**config.mk**
```make
export PLATFORM = sky130hd
export DESIGN_NAME = ivp_vector
export DESIGN_NICKNAME = d
export VERILOG_FILES = /design/src/hw/ivp_prio_enc.v /design/src/hw/ivp_vector.v
export VERILOG_INCLUDE_DIRS = /design/src /design/src/hw
export SDC_FILE = /design/constraint.sdc
export NUM_CORES = 1
export LEC_CHECK = 0
export BUFFER_PORTS_ARGS = -buffer_cell sky130_fd_sc_hd__buf_2
export CAP_MARGIN = 15
export CORE_UTILIZATION = 45
export DETAILED_ROUTE_END_ITERATION = 10
export MAX_ROUTING_LAYER = met4
export PLACE_DENSITY = 0.72
export SKIP_LAST_GASP = 1
export SLEW_MARGIN = 20
export SYNTH_ARGS = -nofsm -noshare
export SYNTH_HDL_FRONTEND = slang
export SYNTH_HIERARCHICAL = 1
export SYNTH_SLANG_ARGS = --single-unit
```
**constraint.sdc**
```tcl
create_clock -name clk -period 4.8 [get_ports clk]
set_input_delay 0.48 -clock clk [delete_from_list [all_inputs] [get_ports clk]]
set_output_delay 0.48 -clock clk [all_outputs]
set_load 0.01 [all_outputs]
```
**src/hw/ivp_map.vh**
```
`ifndef IVP_MAP_VH
`define IVP_MAP_VH
// Interrupt numbers; vector address is number times eight
`define IVP_NUM_RESET     5'h1
`define IVP_NUM_STACK     5'h3
`define IVP_NUM_TMR_HI    5'h4
`define IVP_NUM_EXT3      5'h5
`define IVP_NUM_EXT0      5'h8
`define IVP_NUM_AG1_CB    5'hb
`define IVP_NUM_AG2_CB    5'hc
`define IVP_NUM_TMR_LO    5'he
`define IVP_NUM_FIX_OVF   5'hf
`define IVP_NUM_FLT_INV   5'h12
`define IVP_NUM_SW_FIRST  5'h18
`define IVP_VEC_SHIFT     3
// Reserved slots 0,2,9,10,13,19-23 never fire
`define IVP_RESERVED_MASK 32'h00F8_2605
`define IVP_NMI_MASK      32'h0000_0002
`define IVP_RST_LATCH     32'h0000_0000
`define IVP_RST_VECTOR    8'h00
`endif

```
**src/hw/ivp_prio_enc.v**
```verilog
`timescale 1ns/100ps
`default_nettype none
`include "ivp_map.vh"
module ivp_prio_enc (
  input  wire [31:0] req,
  output reg         any,
  output reg  [4:0]  num
);
  integer i;
  // Scan from the top so the lowest number wins
  always @*
  begin
    any = 1'b0;
    num = 5'h0_0;
    for (i = 31; i >= 0; i = i - 1)
    begin
      if (req[i])
      begin
        any = 1'b1;
        num = i[4:0];
      end
    end
  end
endmodule // ivp_prio_enc
`default_nettype wire

```
**src/hw/ivp_vector.v**
```verilog
// Operation
// - Sources numbered 0-31, vector eight times number, lower wins, reset unmaskable.
// - Status, loop stack overflow or program counter stack full vectors to 0x18.
// - High-priority timer option raises timer-zero interrupt at 0x20.
// - Low-priority timer option raises timer-zero at 0x70, below generators.
// - First address generator buffer 7 overflow vectors to 0x58.
// - Second address generator buffer 15 overflow vectors to 0x60.
`timescale 1ns/100ps
`default_nettype none
`include "ivp_map.vh"
module ivp_vector (
  input  wire        clk,
  input  wire        nrst,
  input  wire        ce,
  input  wire        reset_req,
  input  wire        status_stack_ovf,
  input  wire        loop_stack_ovf,
  input  wire        program_counter_stack_full,
  input  wire        timer_zero,
  input  wire        timer_low_prio,
  input  wire [3:0]  external_request_lines,
  input  wire        address_generator1_cb7_ovf,
  input  wire        address_generator2_cb15_ovf,
  input  wire        fix_ovf,
  input  wire        flt_ovf,
  input  wire        flt_unf,
  input  wire        flt_inv,
  input  wire [7:0]  sw_irq,
  input  wire [31:0] mask,
  input  wire        ack,
  output reg         irq_valid,
  output reg  [7:0]  irq_vector,
  output reg  [4:0]  irq_num,
  output reg  [31:0] pending
);
  //////////////////////////////////////////////////////////////////////////
  // Helper functions

  // Vector address of an interrupt number: eight bytes per slot
  function [7:0] ivp_vec_of;
    input [4:0] n;
    begin
      ivp_vec_of = {n, 3'b000};
    end
  endfunction

  // One-hot bit of an interrupt number in the latch
  function [31:0] ivp_bit_of;
    input [4:0] n;
    begin
      ivp_bit_of = 32'h0000_0001 << n;
    end
  endfunction

  //////////////////////////////////////////////////////////////////////////
  // External lines come from pins: three stages, a change counts once
  // stages two and three agree, so a single-cycle glitch is dropped.
  // A request must therefore stand for at least two clocks.
  reg  [3:0]  ext_s1_q;
  reg  [3:0]  ext_s2_q;
  reg  [3:0]  ext_s3_q;
  reg  [3:0]  ext_q;
  reg  [3:0]  ext_d;
  integer     k;

  always @*
  begin
    ext_d = ext_q;
    for (k = 0; k < 4; k = k + 1)
    begin
      if (ext_s2_q[k] == ext_s3_q[k])
        ext_d[k] = ext_s3_q[k];
    end
  end

  // A frozen core holds the pin stages too, so no edge is half-seen
  always @(posedge clk or negedge nrst)
  begin
    if (!nrst)
    begin
      ext_s1_q <= 4'h0;
      ext_s2_q <= 4'h0;
      ext_s3_q <= 4'h0;
      ext_q    <= 4'h0;
    end
    else if (ce)
    begin
      ext_s1_q <= external_request_lines;
      ext_s2_q <= ext_s1_q;
      ext_s3_q <= ext_s2_q;
      ext_q    <= ext_d;
    end
  end

  //////////////////////////////////////////////////////////////////////////
  // Source conditioning: one line per slot before the latch
  wire        stack_evt;
  wire        tmr_hi_evt;
  wire        tmr_lo_evt;
  wire [3:0]  arith_evt;
  wire [7:0]  sw_evt;

  // Three stack faults share one slot
  assign stack_evt  = status_stack_ovf
                      | loop_stack_ovf
                      | program_counter_stack_full;
  // The option bit steers one timer event to exactly one of two slots
  assign tmr_hi_evt = timer_zero & ~timer_low_prio;
  assign tmr_lo_evt = timer_zero & timer_low_prio;
  // Order: fixed overflow, float overflow, underflow, invalid
  assign arith_evt  = {flt_inv, flt_unf, flt_ovf, fix_ovf};
  assign sw_evt     = sw_irq;

  //////////////////////////////////////////////////////////////////////////
  // Event vector by interrupt number; reserved slots are forced low
  reg  [31:0] evt;

  always @*
  begin
    evt = 32'h0000_0000;
    evt[`IVP_NUM_RESET]        = reset_req;
    evt[`IVP_NUM_STACK]        = stack_evt;
    evt[`IVP_NUM_TMR_HI]       = tmr_hi_evt;
    // Highest external line sits at the lowest number
    evt[`IVP_NUM_EXT3]         = ext_q[3];
    evt[`IVP_NUM_EXT3 + 1]     = ext_q[2];
    evt[`IVP_NUM_EXT3 + 2]     = ext_q[1];
    evt[`IVP_NUM_EXT0]         = ext_q[0];
    evt[`IVP_NUM_AG1_CB]       = address_generator1_cb7_ovf;
    evt[`IVP_NUM_AG2_CB]       = address_generator2_cb15_ovf;
    // Low timer option ranks below generators and external lines
    evt[`IVP_NUM_TMR_LO]       = tmr_lo_evt;
    evt[`IVP_NUM_FIX_OVF]      = arith_evt[0];
    evt[`IVP_NUM_FIX_OVF + 1]  = arith_evt[1];
    evt[`IVP_NUM_FIX_OVF + 2]  = arith_evt[2];
    evt[`IVP_NUM_FLT_INV]      = arith_evt[3];
    evt[`IVP_NUM_SW_FIRST]     = sw_evt[0];
    evt[`IVP_NUM_SW_FIRST + 1] = sw_evt[1];
    evt[`IVP_NUM_SW_FIRST + 2] = sw_evt[2];
    evt[`IVP_NUM_SW_FIRST + 3] = sw_evt[3];
    evt[`IVP_NUM_SW_FIRST + 4] = sw_evt[4];
    evt[`IVP_NUM_SW_FIRST + 5] = sw_evt[5];
    evt[`IVP_NUM_SW_FIRST + 6] = sw_evt[6];
    evt[`IVP_NUM_SW_FIRST + 7] = sw_evt[7];
    evt = evt & ~`IVP_RESERVED_MASK;
  end

  //////////////////////////////////////////////////////////////////////////
  // Latch, pick and present
  reg  [31:0] ack_clr;
  reg  [31:0] pending_d;
  reg         valid_d;
  reg  [4:0]  num_d;
  reg  [7:0]  vector_d;
  wire [31:0] eligible;
  wire        win_any;
  wire [4:0]  win_num;
  wire        ack_hit;
  wire        evt_on_num;
  wire        ack_same;

  // A take only counts while a vector is on offer
  assign ack_hit = ack & irq_valid;

  always @*
  begin
    ack_clr = 32'h0000_0000;
    if (ack_hit)
      ack_clr = ivp_bit_of(irq_num);
  end

  // Reset cannot be masked
  assign eligible = pending & (mask | `IVP_NMI_MASK);

  ivp_prio_enc u_enc (
    .req (eligible),
    .any (win_any),
    .num (win_num)
  );

  // The encoder still sees the bit being taken this edge; hold valid low one
  // cycle rather than offer a vector twice. A fresh event on it re-arms it.
  assign evt_on_num = |(evt & ivp_bit_of(irq_num));
  assign ack_same   = ack_hit & (win_num == irq_num) & ~evt_on_num;

  always @*
  begin
    pending_d = (pending & ~ack_clr) | evt; // set wins over clear
    valid_d   = win_any & ~ack_same;
    num_d     = win_num;
    vector_d  = ivp_vec_of(win_num);
  end

  // Latch: masked bits still latch, they only stay out of the pick
  always @(posedge clk or negedge nrst)
  begin
    if (!nrst)
    begin
      pending <= `IVP_RST_LATCH;
    end
    else if (ce)
    begin
      pending <= pending_d;
    end
  end

  // Presentation lags the latch by one edge; the sequencer must wait
  // one idle cycle after each take before the next one
  always @(posedge clk or negedge nrst)
  begin
    if (!nrst)
    begin
      irq_valid  <= 1'b0;
      irq_num    <= 5'h0_0;
      irq_vector <= `IVP_RST_VECTOR;
    end
    else if (ce)
    begin
      irq_valid  <= valid_d;
      irq_num    <= num_d;
      irq_vector <= vector_d;
    end
  end
endmodule // ivp_vector
`default_nettype wire

```
; ---- Yosys cells after proc, flatten, opt, wreduce, memory -nomap -nowiden
; Cells that the tools add are included.
[word_totals]
register_bits = 54
inputBits = 60
out_inout_bits = 46
elab_cells = 102
[classes]
n_eq_ne = 5
shifts = 1
muxes = 65
bitwise_logic = 16
reduce_logical = 5
[ops]
columns = cell, n
row1 = two-way mux 5 bit, 32
row2 = AND 32 bit, 3
row3 = two-way mux 1 bit, 32
row4 = two-way mux 32 bit, 1
row5 = inverter 32 bit, 1
row6 = bitwise OR 32 bit, 1
row7 = OR reduction 32 bit, 1
row8 = left shift 1 x 5 -> 32 bit (first input constant), 1
row9 = AND reduction 2 bit, 4
row10 = AND 1 bit, 6
row11 = equality test 5 bit, 1
row12 = equality test 1 bit, 4
row13 = inverter 1 bit, 3
row14 = bitwise OR 1 bit, 2

; ---- Logic depth before layout (Yosys ltp)
; Gate-level depths: netlist (run 1).
[depth]
word_depth = 38
ltp_mapped = 11
mapped_depth_nobuf = 11

; ---- Hierarchy
; Netlist (run 1), hierarchy kept.
[by_module_without_submodules]
columns = mod, n_inst, cells_per_inst, area_per_inst_um2, seq_area_each_um2
row1 = ivp_vector, 1, 274, 2852.7, 1351.3
row2 = ivp_prio_enc, 1, 65, 370.4, 0.0

; ---- Worst setup path before layout (run 1)
; OpenSTA, ideal clock, no wires.
[synth_timing]
kind = input to register
startpoint = input mask[20]
endpoint = register irq_valid
setup_ns = 0.132
t_arrival_ns = 2.276
required_time_ns = 4.668
slack_ns = 2.392
stages = 11
n_path_buf = 0
path_cell_list = and2_1 > or4_4 > a21oi_1 > o21ai_1 > a21oi_1 > nor4b_2 > xor2_1 > nor4_1 > nand4_1 > a21oi_1 > a31oi_1
[synth_between]
elab_chain_cells = 27
elab_cells_between_ends = 48
cone_classes = eq/ne (1) / mux (42) / bitwise (5)
[synth_rtl]
columns = element, line_no
row1 = from (decl), ivp_vector.v:29  ; input wire [31:0] mask,
row2 = AND 32 bit, ivp_vector.v:173  ; assign eligible = pending & (mask | `IVP_NMI_MASK);
row3 = two-way mux 5 bit (21 in a row), ivp_prio_enc.v:17  ; if (req[i])
row4 = net ivp_vec_of.n[2], ivp_vector.v:41  ; input [4:0] n;
row5 = equality test 5 bit, ivp_vector.v:184  ; assign ack_same = ack_hit & (win_num == irq_num) & ~evt_on_num;
row6 = AND 1 bit (2 in a row), ivp_vector.v:184
row7 = inverter 1 bit, ivp_vector.v:189  ; valid_d = win_any & ~ack_same;
row8 = AND 1 bit, ivp_vector.v:189
row9 = to (signal assigned), ivp_vector.v:219  ; irq_valid <= valid_d;
row10 = to (decl), ivp_vector.v:31  ; output reg irq_valid,
; The timed path passes the listed nets, and every way through them passes these cells.
; A chain may end at the register's enable or synchronous reset.

; ---- Worst setup path in the final report (run 1)
[layout_timing]
startpoint = register pending[28]
endpoint = register irq_valid
[layout_between]
elab_chain_cells = 35
elab_cells_between_ends = 64
cone_classes = eq/ne (1) / mux (58) / bitwise (5)
[layout_rtl]
columns = element, line_no
row1 = from (decl), ivp_vector.v:34  ; output reg [31:0] pending
row2 = from (signal assigned), ivp_vector.v:199  ; pending <= `IVP_RST_LATCH;
row3 = from (signal assigned), ivp_vector.v:203  ; pending <= pending_d;
row4 = AND 32 bit, ivp_vector.v:173
row5 = net eligible[28], ivp_vector.v:155  ; wire [31:0] eligible;
row6 = two-way mux 5 bit (29 in a row), ivp_prio_enc.v:17
row7 = net ivp_vec_of.n[2], ivp_vector.v:41
row8 = equality test 5 bit, ivp_vector.v:184
row9 = AND 1 bit (2 in a row), ivp_vector.v:184
row10 = inverter 1 bit, ivp_vector.v:189
row11 = AND 1 bit, ivp_vector.v:189
; The timed path passes the listed nets, and every way through them passes these cells.

==> impl_results.md, run 1 <==
- Critical Path Source: pending[28]$_DFFE_PN0P_
- Total track usage: 25.0%
- Antenna Nets Post-Route: 0
- Total power: 1.25 mW
- Final cell area excluding filler cells: 3770 um2
- Clock power frac: 25.6%
- Die Wd: 86.6 um
- Max VDD drop: 0.165 mV
- Largest family of logic cells by synthesized area: simple AND/OR/NAND/NOR gates
- Clock Latency Late Sink: 0.31 ns
- Sw Ratio: 35.0%
- Max clock buf depth: 2
- CTS tree: yes
- Worst path depth: 11
- CP Cell Sequence: and2_1 -> or4_1 -> a21oi_1 -> o21ai_1 -> a21oi_1 -> nor4b_2 -> xor2_1 -> nor4_1 -> nand4_1 -> a21oi_1 -> a31oi_1
- CP required: 4.98 ns
- Crit Path Class: register to register
- Fin nets: 486
- Post-CTS setup buffers: 0
- FMAX: 0.364 GHz
- Via density per instance: 5.67
- Post-synthesis compound-gate area fraction: 17.7%
- Root Buffer Master: clkbuf_8
- CTS Sinks: 54
- Period utilisation layout: 57.3%
- Most frequent cells in the layout: buf_2 (101), dfrtp_1 (54), and2_1 (33), nand2_1 (33), o21ai_0 (20)
- Top FF cell, synth: dfrtp_1
- DRT Pass-1 Iters: 5
- Reg2reg path depth: 11
- Post-Route WL: 8710 um
- CP max stage cell: or4_1
- Syn_area_per_cell: 9.51 um2
- Most common cell after layout, fill and taps aside: buf_2
- Resized Gates After CTS: 0
- CTS hold repair buffers: 0
- Worst r2r src: pending[28]$_DFFE_PN0P_
- RSZ-0062 raised after global routing: false
- DP Area: 3660 um2
- Synth Area in XOR/XNOR: 1.36%
- Detailed-route via count: 2963
- NetSw: 0.437 mW
- Core footprint: 6870 um2
- Slew headroom: 35.2%
- Post-synth EDFFs: 0
- Max cap viols: 0
- Hpwl dp: 6540 um
- Critical path arrival: 2.94 ns
- Worst-Margin Slew: 0.972 ns
- Post-route DRC: 0
- Area grow syn2layout: 17.1%
- Fin Setup TNS: 0 ns
- Crit start category: register
- Htree depth: 2
- Async set-or-reset flop fraction in the synthesized netlist: 100%
- Clk_skew: 0.00968 ns
- Reg2reg end: irq_valid$_DFFE_PN0P_
- Max-slew violation count: 0
- Leakage: 1.68 nW
- Row count: 30
- Final Core Density: 54.9%
- Largest delay share family, worst path: simple AND/OR/NAND/NOR gates
- Crit path top cell by count: a21oi_1
- Sequential area share after synthesis: 41.9%
- Initial antenna violation count: 0
- Count of yosys warnings during synthesis: 6
- Post-Synthesis Cell Area: 3220 um2
- Register share of total power: 47.5%
- Fillcell total: 660
- Critical path's largest stage delay: 0.55 ns
- CP bufs+invs: 0
- Initial Utilization: 46.9%
- Worst-path clk slew: 0.10 ns
- Worst Hold Class: primary input to async pin
- Cell Int Power: 0.812 mW
- Minimum clock period: 2.75 ns
- Nature of the critical path endpoint: register
- Reg2reg setup slack: 2.05 ns
- Pin count of the biggest net entering global routing: 55
- Pwr dens: 331 nW/um2
- IO Count: 106
- Die Area: 7500 um2
- Vias in the first global route: 2688
- Die Height: 86.6 um
- Remaining Overflow, GRT: 0
- Crit path max fanout: 5
- Simple-gate share of the synthesized area: 24.4%
- Comb power frac: 26.9%
- Final setup vio count: 0
- WL/cell: 16.6 um
- Cells after synthesis: 339
- Num CTS Buffers: 5
- Port bufs: 101
- First-pass GRT wire length: 13800 um
- Mux share of post-synthesis cell area: 6.52%
- Fin Hold WS: 0.284 ns
- Status: finished, final reports clean
- GP Congestion: 0.936
- Final Hold Viols: 0
- Share of layout cells above drive strength 1: 32.8%
- Post-synthesis register bit count: 54
- First DRT Iteration DRCs: 241
- Post-Synth Adder-Cell Area: 0%
- Diodes inserted: 0
- Unique cell type count in the Yosys netlist: 58
## cell families (layout without fill, tap and decap cells)
| logic type | after synthesis | in the layout |
|---|---|---|
| buf+inv | 37 | 123 |
| xor+xnor | 5 | 5 |
| other cells | 1 | 3 |
| simple gates | 139 | 139 |
| compound gates | 84 | 84 |
| flops | 54 | 54 |
| mux | 19 | 19 |
## routing by layer
layer | vias up | share of wire (%) | track usage, %
met3 | 21 | 5.9 | 3.81
li1 | 1381 | - | -
met1 | 1416 | 44 | 33.9
met4 | 0 | 2.9 | 9.09
met5 | - | 0 | -
met2 | 145 | 47 | 38.0
## metrics by stage
stage	cells	worst slack, ns
floorplan	341	2.39
global placement	515	1.99
detailed placement	515	1.94
CTS	523	2.07
global route	523	1.87
finish	523	2.05
## state kept, by name (all words and copies together) (netlist names)
signal	flops
ext_s2_q	4
ext_q	4
irq_num	5
ext_s1_q	4
ext_s3_q	4
irq_valid	1
pending	32
## power by group through the flow
| stage | Combinational [mW] | Sequential [mW] | Clock (mW) |
|---|---|---|---|
| 2_1_floorplan | 0.274 | 0.562 | 0 |
| 3_3_place_gp | 0.328 | 0.596 | 0 |
| 3_5_place_dp | 0.333 | 0.601 | 0 |
| 4_1_cts | 0.336 | 0.592 | 0.328 |
| 5_1_grt | 0.371 | 0.606 | 0.353 |
| 6_report | 0.337 | 0.593 | 0.320 |
## cells in the mapped netlist, types with 3 or more instances
master    number  share of area [%]
xor2_1         4                1.1
buf_6          8                2.8
o31a_1         3               0.82
o21ai_0       20                3.1
mux2i_1        3               0.93
and3_1         3               0.58
nand3b_1       4               0.93
a21oi_1       13                2.0
nand4_1        4               0.78
nand2_1       33                3.8
nor3_1         7                1.1
a31oi_1        5               0.97
buf_2          3               0.47
nor4_1         6                1.2
inv_1         12                1.4
nor3b_1        3               0.70
nand3_1        9                1.4
a22o_1        16                4.3
buf_4          9                2.1
dfrtp_1       54                 42
mux2_2        16                5.6
nor2_1        19                2.2
o31ai_1        5                1.2
a21boi_0       4               0.93
and2_1        33                6.4
o21a_1         3               0.70
## how the worst max path moves through the flow
stage | slack [ns] | endpoint
floorplan | 2.39 | irq_valid$_DFFE_PN0P_
global placement | 1.99 | irq_valid$_DFFE_PN0P_
detailed placement | 1.94 | irq_valid$_DFFE_PN0P_
CTS | 2.07 | irq_valid$_DFFE_PN0P_
global route | 1.87 | irq_valid$_DFFE_PN0P_
finish | 2.05 | irq_valid$_DFFE_PN0P_
## worst reg2reg max path: stages, from the launching register on
cell	delay [ns]
dfrtp_1	0.43
and2_1	0.21
or4_1	0.55
a21oi_1	0.18
o21ai_1	0.10
a21oi_1	0.21
nor4b_2	0.08
xor2_1	0.15
nor4_1	0.34
nand4_1	0.14
a21oi_1	0.14
a31oi_1	0.10
## area by class of cell
cell class	count	area, um2	area share (%)
Tap cell	96	120	3.18
Clock buffer	5	68.8	1.82
Multi-Input combinational cell	250	1620	43.0
Sequential cell	54	1350	35.8
Inverter	13	48.8	1.29
Timing Repair Buffer	102	513	13.6
Clock inverter	3	48.8	1.29
No activity file was read; power rests on OpenSTA's default activity.
==> run 2: changes to the inputs <==
Settings changed: PLACE_DENSITY 0.72 to 0.75.
Clock period 4.8 ns to 2.5 ns, I/O delays scaled along.
==> run 2 against run 1 <==
The flow now finishes with violations (setup timing). Worst setup slack lost 2.2 ns. Sequential power grew 91%. Power grew 96%. Count of clock-buffer cells in the layout is the same. Wire length grew 7.2%. Maximum frequency grew 3.1%. Critical path type unchanged. Final cell count grew 4.6%. Worst hold slack lost 0.13 ns.
==> impl_results.md, run 2 (synthesis gave the netlist of run 1 again) <==
- Status: finished, violations left (was finished, final reports clean)
- Cell Int Power: 1.59 mW (was 0.812 mW)
- Final setup vio count: 1 (was 0)
- Comb power frac: 29.4% (was 26.9%)
- Clk_skew: 0.00659 ns (was 0.00968 ns)
- Reg2reg path depth: 11 (unchanged)
- Fillcell total: 624 (was 660)
- Max Used Layer: met4 (unchanged)
- Leakage: 1.83 nW (was 1.68 nW)
- NetSw: 0.852 mW (was 0.437 mW)
- Register bank with the most flops: pending (unchanged)
- Final Hold Viols: 0 (unchanged)
- CTS Sinks: 54 (unchanged)
- Max VDD drop: 0.335 mV (was 0.165 mV)
- Fin nets: 510 (was 486)
- Crit path max fanout: 3 (was 5)
- Die Area: 7500 um2 (unchanged)
- Metal3 WL: 456 um (was 514 um)
- Pwr dens: 599 nW/um2 (was 331 nW/um2)
- Initial antenna violation count: 0 (unchanged)
- Max cap viols: 0 (unchanged)
- Vias in the first global route: 2777 (was 2688)
- IO Count: 106 (unchanged)
- Post-route setup slack: -0.167 ns (was 2.05 ns)
- Register share of total power: 46.3% (was 47.5%)
- FMAX: 0.375 GHz (was 0.364 GHz)
- Worst r2r src: pending[30]$_DFFE_PN0P_ (was pending[28]$_DFFE_PN0P_)
- CP required: 2.70 ns (was 4.98 ns)
- Biggest regs: pending: 32 flops, irq_num: 5 flops (unchanged)
- Clock Latency Late Sink: 0.31 ns (about the same)
- Post-Route WL: 9340 um (was 8710 um)
- Final Core Density: 59.3% (was 54.9%)
- Failing checks: setup timing
- Worst Hold Class: primary input to register (was primary input to async pin)
- Fin Setup TNS: -0.167 ns (was 0 ns)
- Minimum clock period: 2.67 ns (was 2.75 ns)
- Die Height: 86.6 um (unchanged)
- Antenna Nets Post-Route: 0 (unchanged)
- GP Congestion: 0.923 (was 0.936)
- Via density per instance: 5.58 (was 5.67)
- Die Wd: 86.6 um (unchanged)
- Row count: 30 (unchanged)
- Root Buffer Master: clkbuf_8 (unchanged)
- Share of layout cells above drive strength 1: 40.8% (was 32.8%)
- Num CTS Buffers: 5 (unchanged)
- Clock power frac: 24.3% (was 25.6%)
- DRT Pass-1 Iters: 5 (unchanged)
- Worst hold path cell count: 2
- Core footprint: 6870 um2 (unchanged)
- Max clock buf depth: 2 (unchanged)
- Most common cell after layout, fill and taps aside: buf_2 (unchanged)
- Most frequent cells in the layout: buf_2 (101), dfrtp_1 (54), nand2_1 (33), and2_1 (27), buf_4 (22) (was buf_2 (101), dfrtp_1 (54), and2_1 (33), nand2_1 (33), o21ai_0 (20))
- Htree depth: 2 (unchanged)
- Detailed-route via count: 3054 (was 2963)
- Critical path arrival: 2.86 ns (was 2.94 ns)
- CTS tree: yes (unchanged)
- Hold_sp: timer_low_prio
- Post-route DRC: 0 (unchanged)
- Slew headroom: 49.7% (was 35.2%)
- Remaining Overflow, GRT: 0 (unchanged)
- First DRT Iteration DRCs: 188 (was 241)
- First-pass GRT wire length: 13900 um (was 13800 um)
- Sw Ratio: 34.9% (was 35.0%)
- Area grow syn2layout: 26.5% (was 17.1%)
- Critical Path Source: pending[30]$_DFFE_PN0P_ (was pending[28]$_DFFE_PN0P_)
- WL/cell: 17.1 um (was 16.6 um)
- Total power: 2.44 mW (was 1.25 mW)
- Worst-Margin Slew: 0.755 ns (was 0.972 ns)
- Crit Path Class: register to register (unchanged)
- RSZ-0062 raised after global routing: true (was false)
- Initial Utilization: 46.9% (unchanged)
- Crit start category: register (unchanged)
- Max-slew violation count: 0 (unchanged)
- Total track usage: 25.1% (was 25.0%)
- Diodes inserted: 0 (unchanged)
- Port bufs: 101 (unchanged)
- Max reg flops: 32 (unchanged)
- Nature of the critical path endpoint: register (unchanged)
- Met1 wire length: 4190 um (was 3860 um)
- Pin count of the biggest net entering global routing: 55 (unchanged)
- Period utilisation layout: 107% (was 57.3%)
- Hpwl dp: 6930 um (was 6540 um)
- Worst-path clk slew: 0.10 ns (about the same)
- Met2 wire length: 4460 um (was 4080 um)
==> run 2: power groups by stage <==
stage	Combinational (mW)	Sequential (mW)	Clock, mW
CTS	0.674	1.13	0.605
global placement	0.653	1.14	0
floorplan	0.527	1.08	0
global route	0.778	1.15	0.642
detailed placement	0.662	1.14	0
finish	0.717	1.13	0.595
==> run 2: metrics by stage <==
stage                     area (um2)  worst slack (ns)  instances  hold slack, ns
final                           4080            -0.167        547           0.158
after CTS                       3970           -0.0500        547           0.154
after floorplan                 3230             0.135        341         -0.0456
after global routing            4080            -0.202        547           0.156
after global placement          3840           -0.0258        538           0.266
after detailed placement        3840           -0.0302        538           0.266
==> run 2: routing by layer <==
layer / GRT usage (%) / vias up
met4: 8.48 / 0
met5: - / -
met3: 3.14 / 18
met2: 38.9 / 133
li1: - / 1435
met1: 34.3 / 1468
==> run 2: final timing paths <==
path | endpoint | slack (ns)
worst max-delay path | irq_valid$_DFFE_PN0P_ | -0.17
worst min-delay path | pending[4]$_DFFE_PN0P_ | 0.16
worst max register to register | irq_valid$_DFFE_PN0P_ | -0.17
worst min register to register | ext_s1_q[1]$_DFFE_PN0P_ | 0.51
max in group asynchronous | pending[16]$_DFFE_PN0P_ | 1.80
min in group asynchronous | ext_s3_q[0]$_DFFE_PN0P_ | 0.45
==> run 2: worst max-delay path, stage by stage, from the launching register on <==
cell and delay [ns]:
dfrtp_1 0.38, and2_1 0.20, nor2_1 0.14, nor3_1 0.06, o311ai_0 0.51, a31o_2 0.28
a31oi_2 0.12, xor2_1 0.19, nor4_2 0.32, nand4_1 0.12, a21oi_1 0.14, a31oi_1 0.09
==> run 2: timing repair <==
item	CTS	global route
pin swaps	1	14
hold endpoints to repair	54	0
cloned	0	0
endpoints found under the setup margin	1	1
buffers inserted	0	0
gates resized for setup	1	24
hold buffers	1	0
==> run 2: cell type report <==
type                    count  area (um2)  share of cell area [%]
clock buffers               5        68.8                    1.69
clock inverters             3        43.8                    1.07
inverters                  13        48.8                    1.20
multi-input cells         250        1730                    42.5
flip-flops and latches     54        1350                    33.1
well taps                  96         120                    2.95
repair buffers            126         712                    17.5
